===== config.mk =====
export PLATFORM = sky130hd
export DESIGN_NAME = presettable_4bit_counter
export DESIGN_NICKNAME = d
export VERILOG_FILES = /design/src/counter_pkg.sv /design/src/axil_slave.sv /design/src/count_core.sv /design/src/presettable_4bit_counter.sv
export VERILOG_INCLUDE_DIRS = /design/src /design/src/src
export SDC_FILE = /design/constraint.sdc
export NUM_CORES = 1
export LEC_CHECK = 0
export ABC_AREA = 1
export BUFFER_PORTS_ARGS = -buffer_cell sky130_fd_sc_hd__buf_2
export CAP_MARGIN = 20
export CORE_MARGIN = 2
export CORE_UTILIZATION = 42
export DETAILED_ROUTE_END_ITERATION = 8
export GPL_ROUTABILITY_DRIVEN = 0
export SETUP_SLACK_MARGIN = 0.02
export SLEW_MARGIN = 5
export SYNTH_ARGS = -nofsm -noshare
export SYNTH_HDL_FRONTEND = slang
export SYNTH_HIERARCHICAL = 1
export SYNTH_SLANG_ARGS = --single-unit

===== constraint.sdc =====
create_clock -name clk -period 3 [get_ports clk]
set_clock_uncertainty 0.15 [all_clocks]
set_input_delay 0.15 -clock clk [delete_from_list [all_inputs] [get_ports clk]]
set_output_delay 0.15 -clock clk [all_outputs]
set_load 0.005 [all_outputs]

===== src/counter_defs.svh =====
`ifndef COUNTER_DEFS_SVH
`define COUNTER_DEFS_SVH

// Counter geometry
`define CNT_WIDTH 4

// Register bus geometry, byte addresses
`define AXI_ADDR_W 5
`define REG_CTRL 5'h00
`define REG_PRESET 5'h04
`define REG_STATUS 5'h08
`define REG_WRAPS 5'h0c

// Field positions
`define CTRL_SOFT_LOAD 0
`define STAT_TC 4
`define STAT_ASYNC 5

// Reset values and rollover count width
`define PRESET_RST 4'h0
`define WRAPS_W 16
`define WRAPS_RST 16'h0000

`endif


===== src/counter_pkg.sv =====
`include "counter_defs.svh"

package counter_pkg;

  // Count value as held by the counter
  typedef logic [`CNT_WIDTH-1:0] count_t;

  // Register bus address and data words
  typedef logic [`AXI_ADDR_W-1:0] reg_addr_t;
  typedef logic [31:0] word_t;

  // Bus response codes
  typedef enum logic [1:0] {
    RESP_OKAY = 2'b00,
    RESP_SLVERR = 2'b10
  } resp_t;

endpackage


===== src/axil_slave.sv =====
`timescale 1ns/1ps
`include "counter_defs.svh"

module axil_slave
  import counter_pkg::*;
(
  // Clock, reset and freeze
  input wire logic clk,
  input wire logic rst,
  input wire logic ce,
  // Write address and data channels
  input wire logic [`AXI_ADDR_W-1:0] s_axi_awaddr,
  input wire logic s_axi_awvalid,
  output logic s_axi_awready,
  input wire logic [31:0] s_axi_wdata,
  input wire logic [3:0] s_axi_wstrb,
  input wire logic s_axi_wvalid,
  output logic s_axi_wready,
  // Write response channel
  output logic [1:0] s_axi_bresp,
  output logic s_axi_bvalid,
  input wire logic s_axi_bready,
  // Read channels
  input wire logic s_axi_arvalid,
  output logic s_axi_arready,
  output logic [31:0] s_axi_rdata,
  output logic [1:0] s_axi_rresp,
  output logic s_axi_rvalid,
  input wire logic s_axi_rready,
  // Register side
  output logic wr_fire,
  output reg_addr_t wr_addr,
  output word_t wr_data,
  output logic [3:0] wr_strb,
  input wire logic wr_err,
  input wire word_t rd_data,
  input wire logic rd_err
);

  ////////////////////////////////////////////////////////////////////////
  // Write path

  logic aw_full_q; // Address held, waiting for data
  logic w_full_q; // Data held, waiting for address
  logic aw_take;
  logic w_take;
  logic bvalid_d;

  assign aw_take = s_axi_awvalid & s_axi_awready;
  assign w_take = s_axi_wvalid & s_axi_wready;
  assign wr_fire = aw_full_q & w_full_q & ~s_axi_bvalid;
  assign bvalid_d = wr_fire | (s_axi_bvalid & ~s_axi_bready);

  // Holding flags and readies; no new write until the response is gone
  always_ff @(posedge clk) begin
    if (rst) begin
      aw_full_q <= 1'b0;
      w_full_q <= 1'b0;
      s_axi_awready <= 1'b0;
      s_axi_wready <= 1'b0;
    end else if (ce) begin
      aw_full_q <= (aw_full_q | aw_take) & ~wr_fire;
      w_full_q <= (w_full_q | w_take) & ~wr_fire;
      s_axi_awready <= ~((aw_full_q | aw_take) & ~wr_fire) & ~bvalid_d;
      s_axi_wready <= ~((w_full_q | w_take) & ~wr_fire) & ~bvalid_d;
    end
  end

  // Payload capture
  always_ff @(posedge clk) begin
    if (rst) begin
      wr_addr <= '0;
      wr_data <= '0;
      wr_strb <= '0;
    end else if (ce) begin
      if (aw_take) begin
        wr_addr <= s_axi_awaddr;
      end
      if (w_take) begin
        wr_data <= s_axi_wdata;
        wr_strb <= s_axi_wstrb;
      end
    end
  end

  // Response held until the master takes it
  always_ff @(posedge clk) begin
    if (rst) begin
      s_axi_bvalid <= 1'b0;
      s_axi_bresp <= RESP_OKAY;
    end else if (ce) begin
      s_axi_bvalid <= bvalid_d;
      if (wr_fire) begin
        s_axi_bresp <= wr_err ? RESP_SLVERR : RESP_OKAY;
      end
    end
  end

  ////////////////////////////////////////////////////////////////////////
  // Read path

  logic ar_take;
  logic rvalid_d;

  assign ar_take = s_axi_arvalid & s_axi_arready;
  assign rvalid_d = ar_take | (s_axi_rvalid & ~s_axi_rready);

  // Data sampled at the address edge; reads have no side effects
  always_ff @(posedge clk) begin
    if (rst) begin
      s_axi_arready <= 1'b0;
      s_axi_rvalid <= 1'b0;
      s_axi_rdata <= '0;
      s_axi_rresp <= RESP_OKAY;
    end else if (ce) begin
      s_axi_arready <= ~rvalid_d;
      s_axi_rvalid <= rvalid_d;
      if (ar_take) begin
        s_axi_rdata <= rd_data;
        s_axi_rresp <= rd_err ? RESP_SLVERR : RESP_OKAY;
      end
    end
  end

endmodule


===== src/count_core.sv =====
`timescale 1ns/1ps
`include "counter_defs.svh"

module count_core
  import counter_pkg::*;
#(
  parameter int WIDTH = `CNT_WIDTH,
  parameter bit ASYNC_RESET = 1'b0
) (
  // Clock, system reset and freeze
  input wire logic clk,
  input wire logic rst,
  input wire logic ce,
  // Counter controls, all active as named
  input wire logic reset_n,
  input wire logic load_n,
  input wire logic enable_p,
  input wire logic enable_t,
  input wire logic [WIDTH-1:0] preset,
  // Count and carry
  output logic [WIDTH-1:0] count_q,
  output logic tc,
  output logic wrap
);

  ////////////////////////////////////////////////////////////////////////
  // Next count

  logic [WIDTH-1:0] count_d; // Value taken at the next edge
  logic count_en; // Both enables high and no load

  assign count_en = enable_p & enable_t & load_n;

  // Reset beats load, load beats counting
  always_comb begin
    if (!reset_n) begin
      count_d = '0;
    end else if (!load_n) begin
      count_d = preset;
    end else if (count_en) begin
      count_d = WIDTH'(count_q + 1'b1);
    end else begin
      count_d = count_q;
    end
  end

  ////////////////////////////////////////////////////////////////////////
  // Count register, one build option or the other

  generate
    if (ASYNC_RESET) begin : g_async
      // Clear acts at once; release must meet recovery before the edge
      always_ff @(posedge clk or negedge reset_n) begin
        if (!reset_n) begin
          count_q <= '0;
        end else if (rst) begin
          count_q <= '0;
        end else if (ce) begin
          count_q <= count_d;
        end
      end
    end else begin : g_sync
      // Clear is just another edge action, glitch free for modulus use
      always_ff @(posedge clk) begin
        if (rst) begin
          count_q <= '0;
        end else if (ce) begin
          count_q <= count_d;
        end
      end
    end
  endgenerate

  ////////////////////////////////////////////////////////////////////////
  // Carry and wrap event

  // Left combinational so a cascade sees the carry in the same cycle
  assign tc = enable_t & (&count_q);

  // One cycle pulse on the edge that rolls the count over
  assign wrap = ce & reset_n & count_en & (&count_q);

endmodule


===== src/presettable_4bit_counter.sv =====
`timescale 1ns/1ps
`include "counter_defs.svh"

// Summary of operation
// State changes only on rising clock edge
// Four bit count, plain binary increment
// Low reset clears count at once, async
// Sync option clears count at next edge
// Low load copies preset into count
// No increment while load is low
// Count only with both enables and load high
// Reset beats load, load beats count
// Carry is trickle enable and all ones
// Carry falls when count leaves all ones
// Trickle enable low stops count, kills carry
// Parallel enable stops count, not carry
// Preset bit zero is count LSB
// Count bit zero is the LSB
// Carry may enable next cascaded stage
// All ones plus one wraps to zero
module presettable_4bit_counter
  import counter_pkg::*;
#(
  parameter bit ASYNC_RESET = 1'b0
) (
  // Clock, system reset and freeze
  input wire logic clk,
  input wire logic rst,
  input wire logic ce,
  // Counter controls from same-clock logic
  input wire logic reset_n,
  input wire logic load_n,
  input wire logic enable_p,
  input wire logic enable_t,
  // Preset data
  input wire logic preset_bit0,
  input wire logic preset_bit1,
  input wire logic preset_bit2,
  input wire logic preset_bit3,
  // Count and carry
  output logic count_bit0,
  output logic count_bit1,
  output logic count_bit2,
  output logic count_bit3,
  output logic terminal_count,
  // Register bus, write side
  input wire logic [`AXI_ADDR_W-1:0] s_axi_awaddr,
  input wire logic s_axi_awvalid,
  output logic s_axi_awready,
  input wire logic [31:0] s_axi_wdata,
  input wire logic [3:0] s_axi_wstrb,
  input wire logic s_axi_wvalid,
  output logic s_axi_wready,
  output logic [1:0] s_axi_bresp,
  output logic s_axi_bvalid,
  input wire logic s_axi_bready,
  // Register bus, read side
  input wire logic [`AXI_ADDR_W-1:0] s_axi_araddr,
  input wire logic s_axi_arvalid,
  output logic s_axi_arready,
  output logic [31:0] s_axi_rdata,
  output logic [1:0] s_axi_rresp,
  output logic s_axi_rvalid,
  input wire logic s_axi_rready
);

  ////////////////////////////////////////////////////////////////////////
  // Declarations

  count_t preset_pins; // Preset bits gathered, bit zero lowest
  count_t preset_eff; // Value the core loads
  count_t count_q; // Count held in the core
  logic load_n_eff; // Pin load merged with software load
  logic wrap; // Rollover pulse from the core
  logic soft_load_q; // One cycle software load
  count_t sw_preset_q; // Software preset value
  logic [`WRAPS_W-1:0] wraps_q; // Rollovers seen since last clear
  logic wraps_clr; // Software clear of the rollover count
  logic wr_fire; // Register write strobe
  reg_addr_t wr_addr;
  word_t wr_data;
  logic [3:0] wr_strb;
  logic wr_err;
  word_t rd_data;
  logic rd_err;

  ////////////////////////////////////////////////////////////////////////
  // Pin side

  // Bit zero of the preset is the least significant count bit
  assign preset_pins = {preset_bit3, preset_bit2,
                        preset_bit1, preset_bit0};

  // A pin load takes its data from the pins, a software load from the
  // register; a pin load in the same cycle wins
  assign load_n_eff = load_n & ~soft_load_q;
  assign preset_eff = load_n ? sw_preset_q : preset_pins;

  // Count bits straight from the core register, bit zero lowest
  assign count_bit0 = count_q[0];
  assign count_bit1 = count_q[1];
  assign count_bit2 = count_q[2];
  assign count_bit3 = count_q[3];

  ////////////////////////////////////////////////////////////////////////
  // Counter core

  count_core #(
    .WIDTH(`CNT_WIDTH),
    .ASYNC_RESET(ASYNC_RESET)
  ) u_core (
    .clk(clk),
    .rst(rst),
    .ce(ce),
    .reset_n(reset_n),
    .load_n(load_n_eff),
    .enable_p(enable_p),
    .enable_t(enable_t),
    .preset(preset_eff),
    .count_q(count_q),
    .tc(terminal_count),
    .wrap(wrap)
  );

  ////////////////////////////////////////////////////////////////////////
  // Bus slave

  axil_slave u_bus (
    .clk(clk),
    .rst(rst),
    .ce(ce),
    .s_axi_awaddr(s_axi_awaddr),
    .s_axi_awvalid(s_axi_awvalid),
    .s_axi_awready(s_axi_awready),
    .s_axi_wdata(s_axi_wdata),
    .s_axi_wstrb(s_axi_wstrb),
    .s_axi_wvalid(s_axi_wvalid),
    .s_axi_wready(s_axi_wready),
    .s_axi_bresp(s_axi_bresp),
    .s_axi_bvalid(s_axi_bvalid),
    .s_axi_bready(s_axi_bready),
    .s_axi_arvalid(s_axi_arvalid),
    .s_axi_arready(s_axi_arready),
    .s_axi_rdata(s_axi_rdata),
    .s_axi_rresp(s_axi_rresp),
    .s_axi_rvalid(s_axi_rvalid),
    .s_axi_rready(s_axi_rready),
    .wr_fire(wr_fire),
    .wr_addr(wr_addr),
    .wr_data(wr_data),
    .wr_strb(wr_strb),
    .wr_err(wr_err),
    .rd_data(rd_data),
    .rd_err(rd_err)
  );

  ////////////////////////////////////////////////////////////////////////
  // Registers

  // Software load is a one-cycle pulse, so it cannot stall counting
  always_ff @(posedge clk) begin
    if (rst) begin
      soft_load_q <= 1'b0;
    end else if (ce) begin
      soft_load_q <= wr_fire && (wr_addr == `REG_CTRL) && wr_strb[0] &&
                     wr_data[`CTRL_SOFT_LOAD];
    end
  end

  // Software preset value, low byte lane only
  always_ff @(posedge clk) begin
    if (rst) begin
      sw_preset_q <= `PRESET_RST;
    end else if (ce && wr_fire && (wr_addr == `REG_PRESET) && wr_strb[0]) begin
      sw_preset_q <= wr_data[`CNT_WIDTH-1:0];
    end
  end

  // Any write to the rollover register with a byte strobe set clears it
  assign wraps_clr = wr_fire && (wr_addr == `REG_WRAPS) && (|wr_strb);

  // A rollover in the clearing cycle survives as a count of one
  always_ff @(posedge clk) begin
    if (rst) begin
      wraps_q <= `WRAPS_RST;
    end else if (ce) begin
      if (wrap) begin
        wraps_q <= wraps_clr ? `WRAPS_W'(1) : `WRAPS_W'(wraps_q + 1'b1);
      end else if (wraps_clr) begin
        wraps_q <= `WRAPS_RST;
      end
    end
  end

  // Writes outside the map are refused; status writes are ignored
  always_comb begin
    unique case (wr_addr)
      `REG_CTRL, `REG_PRESET, `REG_STATUS, `REG_WRAPS: begin
        wr_err = 1'b0;
      end
      default: begin
        wr_err = 1'b1;
      end
    endcase
  end

  // Read decode on the offered address; unused bits read zero
  always_comb begin
    rd_data = '0;
    rd_err = 1'b0;
    unique case (s_axi_araddr)
      `REG_CTRL: begin
        rd_data = '0;
      end
      `REG_PRESET: begin
        rd_data[`CNT_WIDTH-1:0] = sw_preset_q;
      end
      `REG_STATUS: begin
        rd_data[`CNT_WIDTH-1:0] = count_q;
        rd_data[`STAT_TC] = terminal_count;
        rd_data[`STAT_ASYNC] = ASYNC_RESET;
      end
      `REG_WRAPS: begin
        rd_data[`WRAPS_W-1:0] = wraps_q;
      end
      default: begin
        rd_err = 1'b1;
      end
    endcase
  end

  logic inc_cond; // Conditions for an increment at this edge
  logic idle_cond; // Enabled edge with neither load nor increment

  assign inc_cond = ce && reset_n && load_n_eff && enable_p && enable_t;
  assign idle_cond = ce && reset_n && load_n_eff && !(enable_p && enable_t);
endmodule

==> results of run 1 <==
-- flip-flops by register name (all words and copies together) (netlist names), 4 cells and up --
signal / cells
sw_preset_q: 4
u_bus/s_axi_rdata: 32
u_bus/wr_addr: 5
u_bus/wr_data: 4
u_bus/wr_strb: 4
u_core/count_q: 4
wraps_q: 16
-- worst min path at each step --
| stage | to | slack (ns) |
|---|---|---|
| after global placement | u_bus/s_axi_rdata[24] | 0.28 |
| after CTS | wraps_q[1] | 0.05 |
| after floorplan | u_bus/s_axi_awready | 0.07 |
| final | wraps_q[1] | 0.06 |
| after detailed placement | u_bus/s_axi_rdata[6] | 0.29 |
| after global routing | wraps_q[1] | 0.08 |
-- power by group through the flow --
| stage | combinational [mW] | clock (mW) | sequential (mW) |
|---|---|---|---|
| floorplan | 0.119 | 0 | 1.13 |
| global placement | 0.182 | 0 | 1.13 |
| detailed placement | 0.185 | 0 | 1.13 |
| CTS | 0.204 | 0.903 | 1.11 |
| global route | 0.234 | 0.942 | 1.11 |
| finish | 0.205 | 0.876 | 1.11 |
-- critical path, delay by kind of cell, from the launching register on --
family                 cells  cell delay (ns)
AND/OR/NAND/NOR            7             1.37
flip-flops                 1             0.32
AO/OA/AOI/OAI              1             0.31
buffers and inverters      1             0.19
-- repair_timing --
item / 4_1_cts / 5_1_grt
endpoints found under the setup margin: 0 / 0
gates resized for setup: 0 / 0
endpoints found under the hold margin: 18 / 0
hold buffers: 18 / 0
-- routing by layer --
metal | part of all wire [%] | track usage, %
met1 | 49 | 26.1
met2 | 45 | 30.9
met3 | 4.8 | 4.72
met4 | 1.0 | 5.06
met5 | 0 | 0
-- through the flow --
step | area [um^2] | setup WS (ns) | instances | total power, mW | hold slack, ns
detailed placement | 4330 | 0.578 | 751 | 1.32 | 0.285
CTS | 4730 | 0.621 | 785 | 2.21 | 0.0452
floorplan | 3980 | 0.848 | 590 | 1.25 | 0.0691
global route | 4730 | 0.339 | 785 | 2.29 | 0.0849
global placement | 4330 | 0.567 | 751 | 1.31 | 0.279
finish | 4730 | 0.545 | 785 | 2.19 | 0.0646
-- area by class of cell --
class / instances / area, um^2 / area share [%]
inverter: 97 / 364 / 7.70
timing repair buffer: 98 / 588 / 12.4
tap: 111 / 139 / 2.94
multi-input combinational: 384 / 1830 / 38.8
sequential: 79 / 1580 / 33.5
clock inverter: 6 / 92.6 / 1.96
clock buffer: 10 / 128 / 2.70
==> tab_implementation.tex, run 1 <==
\begin{tabular}{lr}
\hline
Metric & Value \\
\hline
\multicolumn{2}{l}{\textbf{Power}} \\
Power per standard cell area & 463 nW/um\^{}2 \\
Net switching component of the power & 0.543 mW \\
Combinational power share & 9.4\% \\
Sequential cell fraction of total power & 50.6\% \\
Clock share of power & 40.1\% \\
Maximum VDD drop & 0.177 mV \\
Int Power & 1.64 mW \\
Leakage power & 2.05 nW \\
Sw frac & 24.8\% \\
\multicolumn{2}{l}{\textbf{STA}} \\
Aggregate negative setup slack & 0 ns \\
Crit share post-route & 81.8\% \\
Unrepaired setup endpoints after global routing & false \\
Max transition margin & 54.3\% \\
Final hold viol count & 0 \\
Total count of max-transition violations in the final report & 0 \\
Minimum clock period & 2.46 ns \\
Transition time at the pin with the least slew margin & 0.685 ns \\
Upper clock frequency limit & 407 MHz \\
Endpoints failing setup & 0 \\
\multicolumn{2}{l}{\textbf{Worst setup path}} \\
Largest stage delay on the critical path & 0.39 ns \\
Launch point of the worst reg-to-reg path & soft\_load\_q \\
Kind of critical path & register to register \\
Element type at the critical path end & register \\
Critical path destination & wraps\_q[9] \\
Most frequent cell on the critical path & nand2\_1 \\
Count of cells along the worst register-to-register path & 9 \\
Flop-to-flop setup slack & 0.54 ns \\
Kind of start point of the critical path & register \\
Launching element of the worst setup path & soft\_load\_q \\
Max FO, Critical Path & 7 \\
Critical Path RT & 3.10 ns \\
Worst-path cell chain & nor2\_1, nand4\_1, nor3\_1, buf\_4, nand2\_1, o21ai\_1, nand2\_1, nand2\_1, nor2\_1 \\
Data arrival, critical path & 2.55 ns \\
Critical-path cell with the highest stage delay & nor2\_1 \\
End of the worst register-to-register path & wraps\_q[9] \\
\multicolumn{2}{l}{\textbf{Place}} \\
Input/output buffers & 77 \\
Placed wire-length estimate after detailed placement & 6570 um \\
\multicolumn{2}{l}{\textbf{Cells and area}} \\
Most common cell after layout, fill and taps aside & nand2\_1 \\
Proportion of layout cells with a drive suffix above 1 & 17.5\% \\
Most frequent cells in the layout & 105 x nand2\_1, 93 x inv\_1, 79 x dfxtp\_1 \\
Layout area overhead & 20.7\% \\
Number of antenna cells inserted & 0 \\
Filler Cell Count & 946 \\
Final design utilization & 51.6\% \\
\# nets final & 733 \\
\multicolumn{2}{l}{\textbf{Global routing}} \\
Number of global-route vias before repair & 3,355 \\
Global-route usage over all layers & 19.3\% \\
Largest net degree at the start of global routing & 68 \\
First-pass GRT wire length & 15,700 um \\
Initial antenna violation count & 0 \\
Global-route congestion overflow total & 0 \\
\multicolumn{2}{l}{\textbf{Detailed routing}} \\
Initial drt markers & 176 \\
Initial DRT Pass Iterations & 4 \\
Wire length after detailed routing & 9450 um \\
Wirelength per Cell & 12.0 um \\
Via-per-instance ratio & 4.78 \\
Total DRC errors in the routed layout & 0 \\
Final ANT Viol Nets & 0 \\
Via Count & 3,749 \\
\multicolumn{2}{l}{\textbf{Die}} \\
Die span in x & 101 um \\
Y dimension of the die & 101 um \\
\# rows & 35 \\
Area of the core & 9150 um\^{}2 \\
Initial standard-cell utilization of the core & 42.8\% \\
Number of top-level design ports & 108 \\
Die ar. & 10,100 um\^{}2 \\
\multicolumn{2}{l}{\textbf{Clock network}} \\
Largest buffer count on any clock path & 2 \\
CTS HTree Levels & 3 \\
Num Clock Sinks & 79 \\
Post-CTS Setup Repair Bufs & 0 \\
Clock transition at the register clock pins on the worst setup and hold paths after CTS & 0.08 ns \\
Clock root buffer & clkbuf\_8 \\
TritonCTS clock tree & yes \\
Latest clock arrival within the worst-skew pair & 0.35 ns \\
Clock buffers created by TritonCTS & 9 \\
\multicolumn{2}{l}{\textbf{Logic synthesis}} \\
Mean Syn Cell Area & 6.82 um\^{}2 \\
Gate Count Post-Synth & 574 \\
Netlist Area Pre-Place & 3920 um\^{}2 \\
Yosys synthesis warning count & 6 \\
\multicolumn{2}{l}{\textbf{Outcome}} \\
Result of the run & complete, no violations \\
\multicolumn{2}{l}{\textbf{Min path}} \\
Hold Crit Start & ce \\
Worst min-delay path class & input pin to register \\
Number of cells on the worst hold path & 3 \\
\multicolumn{2}{l}{\textbf{Flow run}} \\
Maxcap violations & 0 \\
\hline
\end{tabular}
(Power assumes the default switching activity.)
==> run 2: changes to the inputs <==
--- a/config.mk
+++ b/config.mk
@@ -13,6 +13,7 @@
 export CORE_UTILIZATION = 42
 export DETAILED_ROUTE_END_ITERATION = 8
 export GPL_ROUTABILITY_DRIVEN = 0
+export PLACE_DENSITY = 0.67
 export SETUP_SLACK_MARGIN = 0.02
 export SLEW_MARGIN = 5
 export SYNTH_ARGS = -nofsm -noshare
==> constraint.sdc (replaced) <==
create_clock -name clk -period 2.05 [get_ports clk]
set_clock_uncertainty 0.15 [all_clocks]
set_input_delay 0.1025 -clock clk [delete_from_list [all_inputs] [get_ports clk]]
set_output_delay 0.1025 -clock clk [all_outputs]
set_load 0.005 [all_outputs]
==> run 2 against run 1 <==
Effect of this change:
- sequential cell count unchanged
- global-route usage increased by 0.66 points
- worst hold slack improved by 0.00069 ns
- via count increased by 4.6%
- fmax increased by 34%
- non-clock buffer count increased by 18
- count of clock-buffer cells in the layout increased by 1
- worst setup slack got worse by 0.33 ns
- combinational power increased by 62%
- die area unchanged
- utilization increased by 1.8 points
- critical endpoint is now wraps_q[12]
- cell area increased by 3.5%
==> tab_implementation.tex, run 2 (synthesis gave the netlist of run 1 again) <==
\begin{tabular}{lr}
\hline
Metric & Value \\
\hline
\multicolumn{2}{l}{\textbf{Outcome}} \\
Result of the run & complete, no violations \\
\multicolumn{2}{l}{\textbf{STA}} \\
Aggregate negative setup slack & 0 ns (unchanged) \\
Worst-case setup margin in the final layout & 0.212 ns (-0.332 ns) \\
Total count of max-transition violations in the final report & 0 (unchanged) \\
Transition time at the pin with the least slew margin & 0.707 ns (+0.0216 ns) \\
Upper clock frequency limit & 544 MHz (+34\%) \\
Crit share post-route & 89.6\% (+7.8 points) \\
Endpoints failing setup & 0 (unchanged) \\
Final hold viol count & 0 (unchanged) \\
Max transition margin & 52.8\% (-1.4 points) \\
Worst-case hold slack & 0.0653 ns (+0.000688 ns) \\
Unrepaired setup endpoints after global routing & false \\
Minimum clock period & 1.84 ns (-0.618 ns) \\
\multicolumn{2}{l}{\textbf{Worst setup path}} \\
Count of cells along the worst register-to-register path & 10 (+1) \\
Largest stage delay on the critical path & 0.38 ns (about the same) \\
Kind of start point of the critical path & register \\
Element type at the critical path end & register \\
Data arrival, critical path & 1.98 ns (-0.57 ns) \\
Max FO, Critical Path & 8 (+1) \\
Critical Path RT & 2.19 ns (-0.91 ns) \\
Worst-path cell chain & ha\_1, nand3\_1, nor3\_2, buf\_4, nand2\_1, inv\_2, nand2\_1, nand2\_1, nand2\_1, nor2\_1 \\
Kind of critical path & register to register \\
Flop-to-flop setup slack & 0.21 ns (-0.33 ns) \\
Launch point of the worst reg-to-reg path & u\_core/count\_q[1] \\
Most frequent cell on the critical path & nand2\_1 \\
Critical-path cell with the highest stage delay & dfxtp\_2 \\
End of the worst register-to-register path & wraps\_q[12] \\
\multicolumn{2}{l}{\textbf{Clock network}} \\
Num Clock Sinks & 79 (unchanged) \\
Post-CTS Setup Repair Bufs & 0 (unchanged) \\
Latest clock arrival within the worst-skew pair & 0.36 ns (about the same) \\
TritonCTS clock tree & yes \\
Clock transition at the register clock pins on the worst setup and hold paths after CTS & 0.08 ns (about the same) \\
CTS HTree Levels & 3 (unchanged) \\
Largest buffer count on any clock path & 2 (unchanged) \\
Clock root buffer & clkbuf\_8 \\
Clock buffers created by TritonCTS & 9 (unchanged) \\
\multicolumn{2}{l}{\textbf{Cells and area}} \\
Most frequent cells in the layout & 104 x nand2\_1, 93 x inv\_1, 78 x dfxtp\_1 \\
\# nets final & 752 (+2.6\%) \\
Filler Cell Count & 915 (-3.3\%) \\
Post-route cell area & 4890 um\^{}2 (+3.5\%) \\
Layout area overhead & 24.9\% \\
Most common cell after layout, fill and taps aside & nand2\_1 \\
Number of antenna cells inserted & 0 (unchanged) \\
Proportion of layout cells with a drive suffix above 1 & 18.6\% (+1.1 points) \\
Register with the most flip-flops & u\_bus/s\_axi\_rdata \\
Number of flip-flops in the largest register & 32 (unchanged) \\
Largest registers in the final layout & u\_bus/s\_axi\_rdata: 32 flops, wraps\_q: 16 flops, u\_bus/wr\_addr: 5 flops \\
\multicolumn{2}{l}{\textbf{Die}} \\
Y dimension of the die & 101 um (unchanged) \\
Number of top-level design ports & 108 (unchanged) \\
Area of the core & 9150 um\^{}2 (unchanged) \\
Die span in x & 101 um (unchanged) \\
\# rows & 35 (unchanged) \\
Initial standard-cell utilization of the core & 42.8\% (unchanged) \\
Die ar. & 10,100 um\^{}2 (unchanged) \\
\multicolumn{2}{l}{\textbf{Detailed routing}} \\
Initial drt markers & 219 (+24\%) \\
Wirelength per Cell & 12.2 um (+1.7\%) \\
Wire length after detailed routing & 9840 um (+4.2\%) \\
Final ANT Viol Nets & 0 (unchanged) \\
Via-per-instance ratio & 4.88 (+2.1\%) \\
Initial DRT Pass Iterations & 5 (+1) \\
Via Count & 3,921 (+4.6\%) \\
Total DRC errors in the routed layout & 0 (unchanged) \\
\multicolumn{2}{l}{\textbf{Power}} \\
Maximum VDD drop & 0.254 mV (+44\%) \\
Leakage power & 2.15 nW (+4.6\%) \\
Net switching component of the power & 0.806 mW (+49\%) \\
Int Power & 2.22 mW (+35\%) \\
Sequential cell fraction of total power & 53.4\% (+2.8 points) \\
Combinational power share & 11.0\% (+1.6 points) \\
Sw frac & 26.7\% (+1.8 points) \\
Clock share of power & 35.6\% (-4.5 points) \\
Power per standard cell area & 618 nW/um\^{}2 (+34\%) \\
\multicolumn{2}{l}{\textbf{Global routing}} \\
Number of global-route vias before repair & 3,533 (+5.3\%) \\
Global-route usage over all layers & 20.0\% (+0.66 points) \\
Initial antenna violation count & 0 (unchanged) \\
Largest net degree at the start of global routing & 51 (-25\%) \\
Global-route congestion overflow total & 0 (unchanged) \\
First-pass GRT wire length & 16,200 um (+3.2\%) \\
\multicolumn{2}{l}{\textbf{Place}} \\
Area after DPL & 4380 um\^{}2 (+1.3\%) \\
Place WS & 0.145 ns (-0.433 ns) \\
Placed wire-length estimate after detailed placement & 6600 um (+0.46\%) \\
Input/output buffers & 77 (unchanged) \\
\multicolumn{2}{l}{\textbf{Flow run}} \\
Maxcap violations & 0 (unchanged) \\
\multicolumn{2}{l}{\textbf{Min path}} \\
Worst min-delay path class & input pin to register \\
Hold Crit Start & ce \\
Number of cells on the worst hold path & 4 (+1) \\
Endpoint, Worst Hold & soft\_load\_q \\
\hline
\end{tabular}
-- run 2: cell types whose count changed in the layout (fill, tap and decap cells not counted), moves of 2 or more --
cell,previous run,this run
dlygate4sd3_1,18,31
buf_4,3,7
nand2_2,4,6
bufinv_16,2,0
-- run 2: what timing repair did --
| item | 4_1_cts | 5_1_grt |
|---|---|---|
| hold endpoints to repair | 20 | 0 |
| hold buffers | 31 | 0 |
| gates resized for setup | 0 | 4 |
| endpoints found under the setup margin | 0 | 14 |
-- run 2: worst max-delay path: cells and delay by family, from the launching register on --
kind,cells,cell delay (ns)
AND/OR/NAND/NOR,7,0.71
buffers and inverters,2,0.34
adder cells (fa/ha/maj),1,0.20
flip-flops,1,0.38
-- run 2: power groups by stage --
stage	sequential, mW	combinational (mW)	clock, mW
4_1_cts	1.62	0.330	1.11
3_3_place_gp	1.65	0.275	0
2_1_floorplan	1.65	0.174	0
5_1_grt	1.62	0.376	1.17
3_5_place_dp	1.65	0.282	0
6_report	1.62	0.333	1.08
-- run 2: worst max-delay path by stage --
stage,from,endpoint,cells after the start
4_1_cts,u_core/count_q[1],wraps_q[6],8
5_1_grt,u_core/count_q[1],wraps_q[8],10
3_5_place_dp,u_core/count_q[1],wraps_q[14],8
6_report,u_core/count_q[1],wraps_q[12],10
2_1_floorplan,soft_load_q,wraps_q[5],9
3_3_place_gp,u_core/count_q[1],wraps_q[6],8
-- run 2: stage by stage --
step                      power (mW)  util, %  std cells
after floorplan                 1.83        -        590
after global placement          1.93     47.9        756
after detailed placement        1.93     47.9        756
after CTS                       3.05     53.3        803
after global routing            3.17     53.4        804
final                           3.02     53.4        804
-- run 2: area by class of cell --
class                      instances  area [um^2]  area share [%]
clock inverter                     5         41.3           0.844
multi-input combinational        385         1850            37.9
sequential                        79         1580            32.4
clock buffer                      11          141            2.89
inverter                          97          364            7.44
tap                              111          139            2.84
timing repair buffer             116          768            15.7
-- run 2: layer usage --
metal | vias up | global-route usage [%] | part of all wire (%)
li1 | 2033 | - | -
met1 | 1758 | 27.2 | 48
met2 | 118 | 32.0 | 46
met3 | 12 | 3.61 | 5.3
met4 | 0 | 6.53 | 1.3
met5 | - | 0 | 0
==> run 3: changes to the inputs <==
--- a/config.mk
+++ b/config.mk
@@ -7,12 +7,13 @@
 export NUM_CORES = 1
 export LEC_CHECK = 0
 export ABC_AREA = 1
-export BUFFER_PORTS_ARGS = -buffer_cell sky130_fd_sc_hd__buf_2
+export BUFFER_PORTS_ARGS = -buffer_cell sky130_fd_sc_hd__buf_4
 export CAP_MARGIN = 20
 export CORE_MARGIN = 2
 export CORE_UTILIZATION = 42
 export DETAILED_ROUTE_END_ITERATION = 8
 export GPL_ROUTABILITY_DRIVEN = 0
+export MAX_ROUTING_LAYER = met4
 export PLACE_DENSITY = 0.67
 export SETUP_SLACK_MARGIN = 0.02
 export SLEW_MARGIN = 5
==> run 3 against run 2 <==
Effect of this change:
- non-clock buffer count shrank 2
- global-route usage increased by 0.34 points
- sequential share of layout area fell by 1.2 points
- register-to-register slack worse by 0.07 ns
- largest cell class unchanged
- cell area increased by 3.7%
- cell count fell by 0.37%
- power grew 5.3%
- worst hold slack improved by 0.023 ns
- critical endpoint is now u_bus/s_axi_wready
- sequential cell count stayed put
- critical path depth is 2 lower
- critical path type is now input pin to register
==> tab_implementation.tex, run 3 (synthesis gave the netlist of run 1 again) <==
\begin{tabular}{lr}
\hline
Metric & Value \\
\hline
\multicolumn{2}{l}{\textbf{Cells and area}} \\
Number of flip-flops in the largest register & 32 (unchanged) \\
Post-route cell area & 5070 um\^{}2 (+3.7\%) \\
Most common cell after layout, fill and taps aside & nand2\_1 \\
\# nets final & 749 (-0.40\%) \\
Area of all sequential standard cells & 1580 um\^{}2 (about the same) \\
Proportion of layout cells with a drive suffix above 1 & 18.6\% (-0.064 points) \\
Number of antenna cells inserted & 0 (unchanged) \\
Largest registers in the final layout & u\_bus/s\_axi\_rdata: 32 flops, wraps\_q: 16 flops, u\_bus/wr\_addr: 5 flops \\
Register with the most flip-flops & u\_bus/s\_axi\_rdata \\
Most frequent cells in the layout & 105 x nand2\_1, 93 x inv\_1, 85 x buf\_4 \\
Filler Cell Count & 885 (-3.3\%) \\
Layout area overhead & 29.6\% \\
Area of combinational cells with multiple inputs & 1850 um\^{}2 (-0.47\%) \\
\multicolumn{2}{l}{\textbf{Global routing}} \\
Global-route congestion overflow total & 0 (unchanged) \\
Number of global-route vias before repair & 3,503 (-0.85\%) \\
First-pass GRT wire length & 15,800 um (-2.1\%) \\
Global-route usage over all layers & 20.3\% (+0.34 points) \\
Largest net degree at the start of global routing & 54 (+5.9\%) \\
Initial antenna violation count & 0 (unchanged) \\
\multicolumn{2}{l}{\textbf{Place}} \\
Place WS & 0.226 ns (+0.0811 ns) \\
Input/output buffers & 77 (unchanged) \\
Placed wire-length estimate after detailed placement & 6520 um (-1.2\%) \\
Area after DPL & 4580 um\^{}2 (+4.5\%) \\
\multicolumn{2}{l}{\textbf{Die}} \\
Die ar. & 10,100 um\^{}2 (unchanged) \\
Initial standard-cell utilization of the core & 42.8\% (unchanged) \\
Area of the core & 9150 um\^{}2 (unchanged) \\
\# rows & 35 (unchanged) \\
Y dimension of the die & 101 um (unchanged) \\
Die span in x & 101 um (unchanged) \\
Number of top-level design ports & 108 (unchanged) \\
\multicolumn{2}{l}{\textbf{Power}} \\
Power per standard cell area & 628 nW/um\^{}2 (+1.5\%) \\
Int Power & 2.40 mW (+8.3\%) \\
Sequential cell fraction of total power & 50.8\% (-2.6 points) \\
Combinational power share & 11.5\% (+0.5 points) \\
Final Total Pwr & 3.18 mW (+5.3\%) \\
Clock share of power & 37.7\% (+2.1 points) \\
Net switching component of the power & 0.783 mW (-2.9\%) \\
Sw frac & 24.6\% (-2.1 points) \\
Maximum VDD drop & 0.286 mV (+12\%) \\
Leakage power & 2.16 nW (+0.58\%) \\
\multicolumn{2}{l}{\textbf{Clock network}} \\
Latest clock arrival within the worst-skew pair & 0.34 ns (-0.02 ns) \\
Clock buffers created by TritonCTS & 9 (unchanged) \\
TritonCTS clock tree & yes \\
Num Clock Sinks & 79 (unchanged) \\
CTS HTree Levels & 3 (unchanged) \\
Largest buffer count on any clock path & 2 (unchanged) \\
Clock root buffer & clkbuf\_8 \\
Clock transition at the register clock pins on the worst setup and hold paths after CTS & 0.08 ns (about the same) \\
\multicolumn{2}{l}{\textbf{Detailed routing}} \\
Via Count & 3,801 (-3.1\%) \\
Wirelength per Cell & 11.7 um (-4.3\%) \\
Initial DRT Pass Iterations & 4 (-1) \\
Via-per-instance ratio & 4.75 (-2.7\%) \\
Final ANT Viol Nets & 0 (unchanged) \\
Wire length after detailed routing & 9380 um (-4.6\%) \\
Total DRC errors in the routed layout & 0 (unchanged) \\
Initial drt markers & 188 (-14\%) \\
\multicolumn{2}{l}{\textbf{Worst setup path}} \\
Critical Path RT & 2.17 ns (-0.02 ns) \\
Launch point of the worst reg-to-reg path & soft\_load\_q \\
Element type at the critical path end & register \\
Launching element of the worst setup path & ce \\
Data arrival, critical path & 2.04 ns (+0.06 ns) \\
Kind of critical path & input pin to register \\
Max FO, Critical Path & 11 (+3) \\
Kind of start point of the critical path & input pin \\
\multicolumn{2}{l}{\textbf{STA}} \\
Total count of max-transition violations in the final report & 0 (unchanged) \\
Endpoints failing setup & 0 (unchanged) \\
Unrepaired setup endpoints after global routing & false \\
Aggregate negative setup slack & 0 ns (unchanged) \\
Minimum clock period & 1.92 ns (+0.0776 ns) \\
Max transition margin & 55.6\% (+2.7 points) \\
Transition time at the pin with the least slew margin & 0.666 ns (-0.0411 ns) \\
Worst-case setup margin in the final layout & 0.135 ns (-0.0776 ns) \\
Crit share post-route & 93.4\% (+3.8 points) \\
Final hold viol count & 0 (unchanged) \\
Worst-case hold slack & 0.0881 ns (+0.0228 ns) \\
Upper clock frequency limit & 522 MHz (-4.0\%) \\
\multicolumn{2}{l}{\textbf{Min path}} \\
Hold Crit Start & s\_axi\_araddr[4] \\
Worst min-delay path class & input pin to register \\
\multicolumn{2}{l}{\textbf{Flow run}} \\
Maxcap violations & 0 (unchanged) \\
\multicolumn{2}{l}{\textbf{Outcome}} \\
Result of the run & complete, no violations \\
\hline
\end{tabular}
-- run 3: changes by cell type in the layout (fill, tap and decap cells not counted), moves of 2 or more --
| cell | before | now |
|---|---|---|
| o21ai_0 | 42 | 40 |
| buf_2 | 77 | 0 |
| nand2_2 | 6 | 4 |
| inv_6 | 2 | 0 |
| buf_4 | 7 | 85 |
| o21ai_1 | 10 | 13 |
| dlygate4sd3_1 | 31 | 27 |
-- run 3: per-layer routing --
metal	part of all wire, %	wire length, um	GRT usage (%)	vias to the layer above
met5	0	0	-	-
met3	5.2	484	3.40	6
li1	-	-	-	2014
met2	45	4250	30.6	99
met1	49	4560	26.8	1682
met4	0.90	84	9.27	0
-- run 3: final cells by class --
class	count	area share [%]
clock buffers	12	3.06
flip-flops and latches	79	31.2
clock inverters	4	1.06
multi-input cells	384	36.4
inverters	97	7.18
well taps	111	2.74
repair buffers	114	18.4
-- run 3: power groups by stage --
stage | clock network, mW | registers [mW] | logic (mW)
after floorplan | 0 | 1.65 | 0.174
after detailed placement | 0 | 1.65 | 0.317
after global placement | 0 | 1.65 | 0.312
after CTS | 1.23 | 1.62 | 0.361
final | 1.20 | 1.62 | 0.368
after global routing | 1.30 | 1.62 | 0.414
-- run 3: worst max-delay path, stage by stage --
cell,delay (ns)
dlygate4sd3_1,0.54
buf_6,0.17
buf_8,0.17
inv_1,0.09
a21oi_2,0.17
nand3_1,0.10
dlygate4sd3_1,0.57
a21oi_1,0.12
-- run 3: path summary, 6_finish.rpt --
path                            cells after the start  slack (ns)                    end
worst max-delay path                                8        0.13     u_bus/s_axi_wready
worst min-delay path                                5        0.09   u_bus/s_axi_rresp[1]
worst max register to register                      8        0.14      u_core/count_q[0]
worst min register to register                      2        0.30  u_bus/s_axi_rdata[31]
-- run 3: through the flow --
stage / cells / utilization [%]
floorplan: 590 / -
global placement: 758 / 50.0
detailed placement: 758 / 50.0
CTS: 801 / 55.2
global route: 801 / 55.4
finish: 801 / 55.4
-- run 3: repair_timing --
item,4_1_cts,5_1_grt
buffers inserted,0,0
gates resized for setup,0,7
hold endpoints to repair,32,0
hold buffers,27,0
endpoints found under the setup margin,0,5
